[src/ocf_pkg.sv]
package ocf_pkg;
    // command codes of the channel's fault response bytes and of clear-faults
    localparam logic [7:0] CMD_OC_RESPONSE = 8'h47;
    localparam logic [7:0] CMD_INT_OT_RESPONSE = 8'hD6;
    localparam logic [7:0] CMD_CLEAR_FAULTS = 8'h03;
    // reset and fixed values
    localparam logic [7:0] OC_RESPONSE_RESET = 8'h00;
    localparam logic [7:0] INT_OT_RESPONSE_VALUE = 8'hC0;
    localparam logic [7:0] RDATA_UNMAPPED = 8'h00;
    // field positions of the response byte
    localparam int RESP_MSB = 7;
    localparam int RESP_LSB = 6;
    localparam int RETRY_MSB = 5;
    localparam int RETRY_LSB = 3;
    localparam int DELAY_MSB = 2;
    localparam int DELAY_LSB = 0;
    localparam logic [2:0] RETRY_FOREVER = 3'h7;
    typedef enum logic [1:0] {
        RESP_LIMIT_FOREVER = 2'h0,
        RESP_UNSUPPORTED = 2'h1,
        RESP_LIMIT_DELAY = 2'h2,
        RESP_SHUTDOWN = 2'h3
    } resp_t;
    // channel states, gray along off-run-limit-shut-retry
    typedef enum logic [2:0] {
        ST_OFF = 3'h0,
        ST_RUN = 3'h1,
        ST_LIMIT = 3'h3,
        ST_SHUT = 3'h2,
        ST_RETRY = 3'h6
    } state_t;
    // timing
    localparam int CLK_FREQ_KHZ = 250000;
    localparam int DELAY_UNIT_MS = 16;
    localparam int DELAY_UNIT_CYCLES = DELAY_UNIT_MS * CLK_FREQ_KHZ;
    localparam int RETRY_UNIT_MS = 1;
    localparam int RETRY_UNIT_CYCLES = RETRY_UNIT_MS * CLK_FREQ_KHZ;
    localparam int SYNC_STAGES = 2;
endpackage

[src/ocf_timer_if.sv]
`timescale 1ns/1ps
interface ocf_timer_if;
    logic load;
    logic unit_sel;
    logic [7:0] units;
    logic done;
    logic busy;
    modport ctrl (output load, output unit_sel, output units, input done, input busy);
    modport timer (input load, input unit_sel, input units, output done, output busy);
endinterface

[src/ocf_sync.sv]
`timescale 1ns/1ps
module ocf_sync #(
    parameter int W = 2
) (
    input wire logic clk,
    input wire logic rst_n,
    input wire logic [W-1:0] d,
    output logic [W-1:0] q
);
    logic [W-1:0] meta_q;
    // two flops per bit; only the second stage is visible outside
    always_ff @(posedge clk or negedge rst_n) begin
        if (!rst_n) begin
            meta_q <= '0;
            q <= '0;
        end else begin
            meta_q <= d;
            q <= meta_q;
        end
    end
endmodule

[src/ocf_interval_timer.sv]
`timescale 1ns/1ps
module ocf_interval_timer
    import ocf_pkg::*;
#(
    parameter int unsigned DELAY_TICK = DELAY_UNIT_CYCLES,
    parameter int unsigned RETRY_TICK = RETRY_UNIT_CYCLES
) (
    input wire logic clk,
    input wire logic rst_n,
    ocf_timer_if.timer tif
);
    logic [31:0] pre_q;
    logic [7:0] units_q;
    logic busy_q;
    logic done_q;
    logic sel_q;
    // the unit select only stands in the load cycle, so it is kept for the later ticks
    wire use_retry = tif.load ? tif.unit_sel : sel_q;
    wire [31:0] tick_len = use_retry ? 32'(RETRY_TICK - 1) : 32'(DELAY_TICK - 1);
    wire tick = busy_q && (pre_q == 32'h0);
    wire [7:0] units_dec = units_q - 8'h01;

    assign tif.done = done_q;
    assign tif.busy = busy_q;

    // a load restarts the count, so a stale run never leaks a done
    always_ff @(posedge clk or negedge rst_n) begin
        if (!rst_n) begin
            pre_q <= 32'h0;
            units_q <= 8'h00;
            busy_q <= 1'b0;
            done_q <= 1'b0;
            sel_q <= 1'b0;
        end else if (tif.load) begin
            sel_q <= tif.unit_sel;
            pre_q <= tick_len;
            units_q <= tif.units;
            busy_q <= (tif.units != 8'h00);
            done_q <= (tif.units == 8'h00);
        end else if (tick) begin
            pre_q <= tick_len;
            units_q <= units_dec;
            busy_q <= (units_dec != 8'h00);
            done_q <= (units_dec == 8'h00);
        end else begin
            pre_q <= busy_q ? pre_q - 32'h1 : pre_q;
            done_q <= 1'b0;
        end
    end

    AST_ZERO_UNITS: assert property (@(posedge clk) disable iff (!rst_n)
        tif.load && tif.units == 8'h00 |=> done_q && !busy_q)
        else $error("zero delay did not expire at once");
endmodule

[src/overcurrent_fault_response.sv]
`timescale 1ns/1ps
// Operation
// - an overcurrent fault sets the byte, word and current-status overcurrent flags.
// - every overcurrent fault raises the alert line unless that source is masked.
// - flags clear only by clear-faults, an off-then-on cycle, or bias loss.
// - response 00 keeps running forever with current held at the limit.
// - response 10 holds current limit for the delay in bits 2:0.
// - still limiting when that delay ends, act per the retry field.
// - response 11 shuts the channel at once, then acts per the retry field.
// - retry codes 000-110 never restart; output off until run pin or operation cycles.
// - retry 111 restarts forever until commanded off, bias lost, other fault.
// - restart attempts are spaced by the restart interval setting.
// - delay field counts 16 ms units, used only by the delayed shutdown path.
// - internal overtemperature response byte at 0xD6, read only, value 0xC0.
// - overcurrent response byte at 0x47, read/write, reset value 0x00.
module overcurrent_fault_response
    import ocf_pkg::*;
#(
    parameter int unsigned DELAY_TICK = DELAY_UNIT_CYCLES,
    parameter int unsigned RETRY_TICK = RETRY_UNIT_CYCLES
) (
    input wire logic CLK,
    input wire logic RST_N,
    input wire logic OC_DETECT,
    input wire logic RUN_CONTROL_PIN,
    input wire logic OPERATION_ON,
    input wire logic OTHER_FAULT,
    input wire logic ALERT_MASK,
    input wire logic [7:0] RESTART_INTERVAL_SETTING,
    input wire logic CMD_VALID,
    input wire logic CMD_WRITE,
    input wire logic [7:0] CMD_CODE,
    input wire logic [7:0] CMD_WDATA,
    output logic [7:0] CMD_RDATA,
    output logic CMD_DONE,
    output logic CH_ENABLE,
    output logic CURRENT_LIMIT,
    output logic STATUS_BYTE_IOUT_OC,
    output logic STATUS_WORD_IOUT,
    output logic STATUS_IOUT_OC_FAULT,
    output logic CML_FAULT,
    output logic ALERT_O,
    output logic ALERT_OE
);
    state_t state_q, state_d;
    logic [7:0] oc_resp_q;
    logic oc_flag_q, alert_q, cml_q, hold_off_q, on_q;
    logic ch_en_q, limit_q, rdone_q, alert_o_q;
    logic [7:0] rdata_q;
    logic [1:0] pins_s;
    logic t_load, t_sel;
    logic [7:0] t_units;

    ocf_timer_if tif ();

    // both pins are asynchronous to CLK
    ocf_sync #(.W(2)) u_sync (
        .clk(CLK),
        .rst_n(RST_N),
        .d({RUN_CONTROL_PIN, OC_DETECT}),
        .q(pins_s)
    );

    ocf_interval_timer #(.DELAY_TICK(DELAY_TICK), .RETRY_TICK(RETRY_TICK)) u_timer (
        .clk(CLK),
        .rst_n(RST_N),
        .tif(tif.timer)
    );

    // field decode of the stored response byte
    wire oc_s = pins_s[0];
    wire run_s = pins_s[1];
    wire [1:0] resp = oc_resp_q[RESP_MSB:RESP_LSB];
    wire [2:0] retry = oc_resp_q[RETRY_MSB:RETRY_LSB];
    wire [7:0] delay_units = {5'h00, oc_resp_q[DELAY_MSB:DELAY_LSB]};
    wire resp_forever = (resp == RESP_LIMIT_FOREVER);
    wire resp_delay = (resp == RESP_LIMIT_DELAY);
    wire resp_shut = (resp == RESP_SHUTDOWN);

    // command decode
    wire cmd_wr = CMD_VALID && CMD_WRITE;
    wire cmd_rd = CMD_VALID && !CMD_WRITE;
    wire wr_oc = cmd_wr && (CMD_CODE == CMD_OC_RESPONSE);
    wire wr_ro = cmd_wr && (CMD_CODE == CMD_INT_OT_RESPONSE);
    wire clr_cmd = cmd_wr && (CMD_CODE == CMD_CLEAR_FAULTS);
    wire bad_resp = wr_oc && (CMD_WDATA[RESP_MSB:RESP_LSB] == RESP_UNSUPPORTED);
    wire good_wr = wr_oc && !bad_resp;
    // a write to the read-only byte is also a communication fault
    wire cml_set = bad_resp || wr_ro;

    // the channel is commanded on by pin and operation together
    wire on_cmd = run_s && OPERATION_ON;
    wire on_rise = on_cmd && !on_q;
    wire flag_clr = clr_cmd || on_rise;
    wire oc_event = oc_s && (state_q == ST_RUN) && on_cmd && !OTHER_FAULT;
    wire run_d = (state_d == ST_RUN) || (state_d == ST_LIMIT);

    // read data mux
    wire [7:0] rd_mux = (CMD_CODE == CMD_OC_RESPONSE) ? oc_resp_q :
                        (CMD_CODE == CMD_INT_OT_RESPONSE) ? INT_OT_RESPONSE_VALUE :
                        RDATA_UNMAPPED;

    // timer requests come straight from the state decision
    assign tif.load = t_load;
    assign tif.unit_sel = t_sel;
    assign tif.units = t_units;

    // next state; off command and foreign faults override everything
    always_comb begin
        state_d = state_q;
        t_load = 1'b0;
        t_sel = 1'b0;
        t_units = delay_units;
        if (!on_cmd) begin
            state_d = ST_OFF;
        end else if (OTHER_FAULT) begin
            state_d = ST_OFF;
        end else begin
            case (state_q)
                ST_OFF: begin
                    if (!hold_off_q) begin
                        state_d = ST_RUN;
                    end
                end
                ST_RUN: begin
                    if (oc_s && resp_forever) begin
                        state_d = ST_LIMIT;
                    end else if (oc_s && resp_delay) begin
                        state_d = ST_LIMIT;
                        t_load = 1'b1;
                    end else if (oc_s && resp_shut) begin
                        state_d = ST_SHUT;
                    end
                end
                ST_LIMIT: begin
                    if (!oc_s) begin
                        state_d = ST_RUN;
                    end else if (resp_shut) begin
                        state_d = ST_SHUT;
                    end else if (resp_delay && tif.done) begin
                        state_d = ST_SHUT;
                    end
                end
                ST_SHUT: begin
                    // retry codes below 111 stay latched off until the channel is commanded off
                    if (retry == RETRY_FOREVER) begin
                        state_d = ST_RETRY;
                        t_load = 1'b1;
                        t_sel = 1'b1;
                        t_units = RESTART_INTERVAL_SETTING;
                    end else begin
                        state_d = ST_SHUT;
                    end
                end
                ST_RETRY: begin
                    if (tif.done) begin
                        state_d = ST_RUN;
                    end
                end
                default: begin
                    state_d = ST_OFF;
                end
            endcase
        end
    end

    // state and channel drive, registered so the outputs are glitch free
    always_ff @(posedge CLK or negedge RST_N) begin
        if (!RST_N) begin
            state_q <= ST_OFF;
            ch_en_q <= 1'b0;
            limit_q <= 1'b0;
            on_q <= 1'b0;
        end else begin
            state_q <= state_d;
            ch_en_q <= run_d;
            limit_q <= (state_d == ST_LIMIT);
            on_q <= on_cmd;
        end
    end

    // a foreign fault keeps the channel down until it is commanded off
    always_ff @(posedge CLK or negedge RST_N) begin
        if (!RST_N) begin
            hold_off_q <= 1'b0;
        end else begin
            hold_off_q <= on_cmd && (hold_off_q || OTHER_FAULT);
        end
    end

    // sticky flags; a set in the clearing cycle wins
    always_ff @(posedge CLK or negedge RST_N) begin
        if (!RST_N) begin
            oc_flag_q <= 1'b0;
            alert_q <= 1'b0;
            cml_q <= 1'b0;
        end else begin
            oc_flag_q <= oc_event || (oc_flag_q && !flag_clr);
            alert_q <= (oc_event && !ALERT_MASK) || (alert_q && !flag_clr);
            cml_q <= cml_set || (cml_q && !clr_cmd);
        end
    end

    // response byte; the unsupported code never lands in it
    always_ff @(posedge CLK or negedge RST_N) begin
        if (!RST_N) begin
            oc_resp_q <= OC_RESPONSE_RESET;
        end else if (good_wr) begin
            oc_resp_q <= CMD_WDATA;
        end
    end

    // command answer one cycle after the request
    always_ff @(posedge CLK or negedge RST_N) begin
        if (!RST_N) begin
            rdata_q <= 8'h00;
            rdone_q <= 1'b0;
            alert_o_q <= 1'b0;
        end else begin
            rdata_q <= cmd_rd ? rd_mux : rdata_q;
            rdone_q <= CMD_VALID;
            alert_o_q <= 1'b0;
        end
    end

    // alert is open drain: only ever pulled low
    assign ALERT_O = alert_o_q;
    assign ALERT_OE = alert_q;
    assign CMD_RDATA = rdata_q;
    assign CMD_DONE = rdone_q;
    assign CH_ENABLE = ch_en_q;
    assign CURRENT_LIMIT = limit_q;
    assign STATUS_BYTE_IOUT_OC = oc_flag_q;
    assign STATUS_WORD_IOUT = oc_flag_q;
    assign STATUS_IOUT_OC_FAULT = oc_flag_q;
    assign CML_FAULT = cml_q;

    wire stay_on = on_cmd && !OTHER_FAULT;

    AST_FLAG_SET: assert property (@(posedge CLK) disable iff (!RST_N)
        oc_event |=> STATUS_IOUT_OC_FAULT && STATUS_WORD_IOUT && STATUS_BYTE_IOUT_OC)
        else $error("fault flags not set by overcurrent");
    AST_ALERT: assert property (@(posedge CLK) disable iff (!RST_N)
        oc_event && !ALERT_MASK |=> ALERT_OE && !ALERT_O)
        else $error("alert not pulled on unmasked fault");
    AST_FLAG_HOLD: assert property (@(posedge CLK) disable iff (!RST_N)
        STATUS_IOUT_OC_FAULT && !flag_clr |=> STATUS_IOUT_OC_FAULT)
        else $error("fault flag dropped without a clearing event");
    AST_LIMIT_FOREVER: assert property (@(posedge CLK) disable iff (!RST_N)
        state_q == ST_LIMIT && resp_forever && oc_s && stay_on
        |=> state_q == ST_LIMIT && CURRENT_LIMIT && CH_ENABLE)
        else $error("indefinite limiting left early");
    AST_DELAY_LIMIT: assert property (@(posedge CLK) disable iff (!RST_N)
        state_q == ST_RUN && oc_s && resp_delay && stay_on
        |-> tif.load && tif.units == delay_units ##1 CURRENT_LIMIT && CH_ENABLE)
        else $error("delayed limiting not entered");
    AST_EXPIRE_SHUT: assert property (@(posedge CLK) disable iff (!RST_N)
        state_q == ST_LIMIT && resp_delay && tif.done && oc_s && stay_on
        |=> state_q == ST_SHUT && !CH_ENABLE)
        else $error("no shutdown at end of limit delay");
    AST_IMMEDIATE_SHUT: assert property (@(posedge CLK) disable iff (!RST_N)
        state_q == ST_RUN && oc_s && resp_shut && stay_on |=> !CH_ENABLE)
        else $error("immediate shutdown response did not disable");
    AST_LATCHED_OFF: assert property (@(posedge CLK) disable iff (!RST_N)
        state_q == ST_SHUT && retry != RETRY_FOREVER && on_cmd |=> !CH_ENABLE)
        else $error("latched-off channel restarted");
    AST_RETRY_ARM: assert property (@(posedge CLK) disable iff (!RST_N)
        state_q == ST_SHUT && retry == RETRY_FOREVER && stay_on
        |=> state_q == ST_RETRY ##0 tif.busy || tif.done)
        else $error("continuous retry not armed");
    AST_RETRY_WAIT: assert property (@(posedge CLK) disable iff (!RST_N)
        state_q == ST_RETRY && !tif.done |=> !CH_ENABLE)
        else $error("restart before interval elapsed");
    AST_RO_BYTE: assert property (@(posedge CLK) disable iff (!RST_N)
        cmd_rd && CMD_CODE == CMD_INT_OT_RESPONSE |=> CMD_DONE && CMD_RDATA == 8'hC0)
        else $error("internal overtemperature byte read wrong");
    AST_RESP_WRITE: assert property (@(posedge CLK) disable iff (!RST_N)
        good_wr |=> oc_resp_q == $past(CMD_WDATA))
        else $error("response byte write lost");
    AST_BAD_RESP: assert property (@(posedge CLK) disable iff (!RST_N)
        bad_resp |=> CML_FAULT && oc_resp_q == $past(oc_resp_q))
        else $error("unsupported response accepted");

    // exits and sticky bits that the scenarios only reach now and then
    AST_FLAG_CLEAR: assert property (@(posedge CLK) disable iff (!RST_N)
        clr_cmd && !oc_event |=> !STATUS_IOUT_OC_FAULT)
        else $error("clear command left the fault flag set");
    AST_ALERT_MASKED: assert property (@(posedge CLK) disable iff (!RST_N)
        ALERT_MASK && !ALERT_OE |=> !ALERT_OE)
        else $error("masked alert source pulled the line");
    AST_OFF_CMD: assert property (@(posedge CLK) disable iff (!RST_N)
        !on_cmd |=> !CH_ENABLE && !CURRENT_LIMIT)
        else $error("channel kept running while commanded off");
    AST_OTHER_OFF: assert property (@(posedge CLK) disable iff (!RST_N)
        OTHER_FAULT || hold_off_q |=> !CH_ENABLE)
        else $error("channel restarted after a foreign fault");
    AST_CML_WRITE: assert property (@(posedge CLK) disable iff (!RST_N)
        wr_ro |=> CML_FAULT && CMD_DONE)
        else $error("write to read-only byte not flagged");
    AST_CML_HOLD: assert property (@(posedge CLK) disable iff (!RST_N)
        CML_FAULT && !clr_cmd |=> CML_FAULT)
        else $error("communication fault dropped without clear");
endmodule

[config.mk]
export PLATFORM = sky130hd
export DESIGN_NAME = overcurrent_fault_response
export DESIGN_NICKNAME = d
export VERILOG_FILES = /design/src/ocf_pkg.sv /design/src/ocf_timer_if.sv /design/src/ocf_sync.sv /design/src/ocf_interval_timer.sv /design/src/overcurrent_fault_response.sv
export SDC_FILE = /design/constraint.sdc
export NUM_CORES = 1
export LEC_CHECK = 0
export BUFFER_PORTS_ARGS = -buffer_cell sky130_fd_sc_hd__buf_4
export CAP_MARGIN = 20
export CORE_ASPECT_RATIO = 2
export CORE_MARGIN = 1.5
export CORE_UTILIZATION = 25
export CTS_CLUSTER_DIAMETER = 100
export CTS_CLUSTER_SIZE = 25
export DETAILED_ROUTE_END_ITERATION = 12
export HOLD_SLACK_MARGIN = 0.06
export PLACE_DENSITY_LB_ADDON = 0.12
export REMOVE_ABC_BUFFERS = 1
export SYNTH_ARGS = -nofsm -noshare
export SYNTH_HDL_FRONTEND = slang
export SYNTH_HIERARCHICAL = 1
export SYNTH_SLANG_ARGS = --single-unit
export TNS_END_PERCENT = 1
[constraint.sdc]
create_clock -name CLK -period 4.9 [get_ports CLK]
set_input_delay 0.98 -clock CLK [delete_from_list [all_inputs] [get_ports CLK]]
set_output_delay 0.98 -clock CLK [all_outputs]
set_load 0.02 [all_outputs]
### Yosys cells after proc, flatten, opt, wreduce, memory -nomap -nowiden

Cells that the tools add are included.

* register bits: 74
* input port bits: 33
* output and inout bits: 17

* add/subtract/negate cells: 2
* eq/ne operators: 13
* muxes and demuxes: 38
* reduce and logical (&&, ||, !) cells: 45

Operator list (number)
* $mux 32: 3
* $mux 8: 8
* $mux 3: 11
* $logic_not 32->1: 1
* $sub 32x1->32 const B: 1
* $logic_and 1x1->1: 22
* $mux 22: 1
* $logic_not 8->1: 2
* $reduce_bool 8->1: 2
* $pmux 3 s5: 1
* $mux 1: 13
* $eq 3x2->1 const B: 3
* $eq 8x2->1 const B: 1
* $eq 8x7->1 const B: 1
* $eq 8x8->1 const B: 1
* $sub 8x1->8 const B: 1
* $logic_not 1->1: 7
* $logic_or 1x1->1: 7
* $eq 3x1->1 const B: 2
* $eq 3x3->1 const B: 2
* $eq 2x2->1 const B: 2
* $logic_not 3->1: 1
* $reduce_bool 3->1: 1
* $eq 2x1->1 const B: 1
* 3 further kinds: 3

### Depth between registers and ports, before layout

* word-level depth: 11
* depth in mapped cells: 9

### Hierarchy

The synthesis kept the hierarchy.

Modules (own cells, without submodules)
* ocf_interval_timer: instances 1, cells each 275, area an instance 2473.6 um^2, sequential area each 1076.0 um^2
* overcurrent_fault_response: instances 1, cells each 115, area an instance 1310.0 um^2, sequential area each 675.6 um^2
* ocf_sync: instances 1, cells each 4, area an instance 100.1 um^2, sequential area each 100.1 um^2

### Worst setup path after synthesis

Ideal clock, no wire load.

* kind: input to register
* start: in OPERATION_ON
* end: reg u_timer.pre_q[15]
* setup time: 0.120 ns
* data arrival time: 3.031 ns
* required time: 4.780 ns
* setup slack: 1.749 ns
* stages: 8
* buffers on the path: 2
* cells stage by stage: nand2_1 > nor4_2 > o21bai_1 > clkbuf_1 > mux2_2 > or2_2 > clkbuf_1 > o211a_1

* word-level cells in the longest chain between the ends: 6

Ends and longest elaborated chain
* from (decl): line overcurrent_fault_response.sv:26 `input wire logic OPERATION_ON,`
* $logic_and 1x1->1 *: line overcurrent_fault_response.sv:92 `wire on_cmd = run_s && OPERATION_ON;`
* $mux 1 *: line overcurrent_fault_response.sv:114 `if (!on_cmd) begin`
* net t_sel: line overcurrent_fault_response.sv:51 `logic t_load, t_sel;`
* $mux 1 *
* net u_timer.use_retry: line ocf_interval_timer.sv:18 `wire use_retry = tif.load ? tif.unit_sel : sel_q;`
* $mux 22 *: line ocf_interval_timer.sv:19 `wire [31:0] tick_len = use_retry ? 32'(RETRY_TICK - 1) : 32'(DELAY_TICK - 1);`
* $mux 32: line ocf_interval_timer.sv:40 `end else if (tick) begin`
* $mux 32 *: line ocf_interval_timer.sv:34 `end else if (tif.load) begin`
* to (signal assigned): line ocf_interval_timer.sv:36 `pre_q <= tick_len;`
* to (signal assigned): line ocf_interval_timer.sv:41 `pre_q <= tick_len;`
* to (signal assigned): line ocf_interval_timer.sv:46 `pre_q <= busy_q ? pre_q - 32'h1 : pre_q;`
* to (decl): line ocf_interval_timer.sv:12 `logic [31:0] pre_q;`

Mark *: on every way through the listed nets, which the timed path passes. The rest lies on a longest branch.
A chain may end at the register's enable or synchronous reset.

### Worst setup path after layout

* start: reg u_timer.pre_q[12]
* end: reg u_timer.units_q[6]

* word-level cells in the longest chain between the ends: 3

Ends and longest elaborated chain
* $logic_not 32->1: line ocf_interval_timer.sv:20 `wire tick = busy_q && (pre_q == 32'h0);`
* $logic_and 1x1->1: line ocf_interval_timer.sv:20
* $reduce_bool 2->1 (no source line)
* to (signal assigned): line ocf_interval_timer.sv:37 `units_q <= tif.units;`
* to (signal assigned): line ocf_interval_timer.sv:42 `units_q <= units_dec;`
* to (decl): line ocf_interval_timer.sv:13 `logic [7:0] units_q;`

Every way passes these cells.

==> impl_metrics.sql <==
INSERT INTO impl_metrics (metric_group, metric, value, unit) VALUES
('run_status', 'status', 'finished clean', ''),
('sta', 'layout_min_cycle_time', '3080', 'ps'),
('clock_network', 'clkSlewWorstSetupHoldPaths', '60', 'ps'),
('cells_and_area', 'nNetsFinal', '477', ''),
('synthesis', 'post_synth_main_area_contributors', 'dfrtp_1 (48%), nor2_1 (3.2%), mux2_2 (3.2%), o21ai_0 (2.7%), nand2_1 (2.4%)', ''),
('hold_path', 'hp-class', 'reg -> reg', ''),
('routing', 'ant_nets', '0', ''),
('cells_and_area', 'drive_above_1_share', '21.08', '%'),
('sta', 'finalHoldWorstSlack', '351.1', 'ps'),
('setup_path', 'worstSetupStartpointType', 'flip-flop', ''),
('routing', 'remaining_drc_errors', '0', ''),
('clock_network', 'clock_sinks', '74', ''),
('clock_network', 'cts_tree', 'yes', ''),
('routing', 'detailedRoute.firstPassIterationCount', '4', ''),
('sta', 'max_freq', '324.7', 'MHz'),
('synthesis', 'synth.yosys.warnings', '6', ''),
('place', 'dpl.hpwl', '9065', 'um'),
('clock_network', 'clock-root-buffer', 'clkbuf_16', ''),
('floorplan', 'floorplan.die_area', '0.01634', 'mm^2'),
('clock_network', 'postCtsHoldBufs', '0', ''),
('global_route', 'grt_pass1_vias', '3627', ''),
('setup_path', 'ff2ff_setup_slack', '1820', 'ps'),
('synthesis', 'synthCells', '394', ''),
('place', 'dp_cells', '627', ''),
('global_route', 'first_pass_grt_wire_length', '19350', 'um'),
('sta', 'slew_headroom', '41.55', '%'),
('synthesis', 'synth.lib_cells_used.distinct', '65', ''),
('clock_network', 'cts_made_buffers', '9', ''),
('floorplan', 'top_level_ports', '50', ''),
('setup_path', 'critical_path.reg2reg.startpoint', 'u_timer/pre_q[12]', ''),
('cells_and_area', 'syn_to_final_growth', '22.87', '%'),
('sta', 'setup_viol', '0', ''),
('sta', 'max_slew.worst_pin.slew', '868.8', 'ps'),
('power', 'power.total', '1.373', 'mW'),
('synthesis', 'synth-edff-count', '0', ''),
('sta', 'hold_viol', '0', ''),
('sta', 'slew_viol_final', '0', ''),
('global_route', 'grt_max_degree', '75', ''),
('global_route', 'grt_usage', '15.66', '%'),
('setup_path', 'reg2reg_to', 'u_timer/units_q[6]', ''),
('global_route', 'grt_antenna_before_repair', '0', ''),
('floorplan', 'dieHeight', '179.3', 'um'),
('cells_and_area', 'insertedDiodeCount', '0', ''),
('cells_and_area', 'layoutNonFillerInstCount', '644', ''),
('synthesis', 'sequential_to_total_area_share_from_yosys_stat', '47.68', '%'),
('setup_path', 'required', '5160', 'ps'),
('power', 'cellLeakagePower', '1.971', 'nW'),
('place', 'io_buffer_count', '48', ''),
('routing', 'first_iter_violations', '117', ''),
('routing', 'route.final.wire_length', '12260', 'um'),
('cells_and_area', 'layout.area.seq', '0.001852', 'mm^2'),
('clock_network', 'cts_post_setup_buffers_inserted', '0', ''),
('synthesis', 'ys_seq_elements', '74', ''),
('place', 'place.gp.congestion', '0.8279', ''),
('setup_path', 'path_class', 'reg -> reg', ''),
('sta', 'rsz_0062_raised_after_global_routing', 'no', ''),
('synthesis', 'asyncSetResetFlopFracSynth', '100.0', '%'),
('cells_and_area', 'multi_input_comb_area', '0.001899', 'mm^2'),
('hold_path', 'hp-start', 'u_sync/meta_q[1]', ''),
('floorplan', 'core.rowCount', '64', ''),
('global_route', 'gr-total-overflow', '0', ''),
('floorplan', 'initial_utilization', '25.53', '%'),
('hold_path', 'hold_path_depth', '0', ''),
('floorplan', 'core_area', '0.01521', 'mm^2'),
('cells_and_area', 'fillerInstances', '1626', ''),
('clock_network', 'clock_path_buffers', '2', ''),
('routing', 'num_vias', '3362', ''),
('clock_network', 'ctsHtreeMaxLevel', '3', ''),
('power', 'powerDensity', '287.7', 'mW/mm^2'),
('clock_network', 'cts_resized', '0', ''),
('setup_path', 'crit_path_end_kind', 'flip-flop', '');
[routing by layer]
metal	GRT usage (%)	part of all wire, %	vias to the layer above
met5	0	0	-
met4	8.268	3.7	0
met3	2.460	2.7	28
met2	32.28	60	88
met1	14.06	33	1670
li1	-	-	1576
[power by group]
part           internal, mW  switching (mW)
Sequential            0.622         0.00916
Combinational        0.0347          0.0415
Clock                 0.392           0.273
Total                  1.05           0.324
[metrics by stage]
stage | util [%] | cell area (um^2) | worst slack, ps
global route | 31.37 | 4772 | 1768
finish | 31.37 | 4772 | 1821
CTS | 31.18 | 4745 | 1810
detailed placement | 29.24 | 4449 | 1603
floorplan | - | 3807 | 1155
global placement | 29.24 | 4449 | 1629
[logic make-up after synthesis]
logic type	synth area share, %
compound gates	16.79
xor+xnor	1.804
fa+ha+maj	0.9666
buf+inv	3.511
flops	47.68
mux	3.447
other cells	0.09656
simple gates	25.71
[cells in the mapped netlist (3+ instances only)]
| cell | number |
|---|---|
| and2_1 | 11 |
| or2_2 | 3 |
| xor2_1 | 4 |
| a22o_1 | 6 |
| nor2_1 | 33 |
| nand2b_1 | 4 |
| buf_4 | 3 |
| clkbuf_1 | 13 |
| nor3_1 | 15 |
| a41oi_1 | 4 |
| inv_1 | 15 |
| nand4_1 | 7 |
| xnor2_1 | 4 |
| a21oi_1 | 15 |
| nand2_1 | 25 |
| dfrtp_1 | 74 |
| o31ai_1 | 4 |
| nand3_1 | 16 |
| o211ai_1 | 3 |
| nor2b_1 | 3 |
| nand4b_1 | 4 |
| or4_1 | 9 |
| o21ai_0 | 21 |
| or3_1 | 12 |
| nor4_1 | 10 |
| mux2_2 | 11 |
| a31oi_1 | 8 |
| ha_1 | 3 |
| o311ai_0 | 8 |
[placed cells by master, fill, tap and decap left out, drive strengths merged, types with 12 or more instances in the layout]
cell and instances:
nor3 15, o21ai 21, a21oi 15, nor2 33, inv 15, or3 12
nand2 25, nand3 16, dfrtp 74, buf 53, nor4 13
[worst max-delay path by stage]
stage | start | to | cells past startpoint
finish | u_timer/pre_q[12] | u_timer/units_q[6] | 5
global route | u_timer/pre_q[16] | u_timer/units_q[6] | 5
CTS | u_timer/pre_q[16] | u_timer/units_q[6] | 5
detailed placement | OTHER_FAULT | u_timer/pre_q[14] | 7
global placement | OTHER_FAULT | u_timer/pre_q[14] | 7
floorplan | OPERATION_ON | u_timer/tif.busy | 8
[cell type report]
class,instances,share of cell area [%]
multi-input combinational,287,39.80
clock inverter,7,1.468
tap,198,5.191
timing repair buffer,53,8.757
clock buffer,9,4.719
inverter,16,1.259
sequential,74,38.80
[flip-flops by register name (all words and copies together), names as in the netlist, 2 cells and up]
signal and cells:
CMD_RDATA 8, oc_resp_q 8, state_q 3, u_sync/meta_q 2, u_sync/q 2, u_timer/pre_q 32
u_timer/units_q 8
[critical path, cell delays in order (launching register included)]
cell     delay, ps
dfrtp_1        460
nor4_2         520
nand4_1        350
or4_1          900
or4_1          600
a31oi_1        170
No activity file was read; power rests on OpenSTA's default activity.
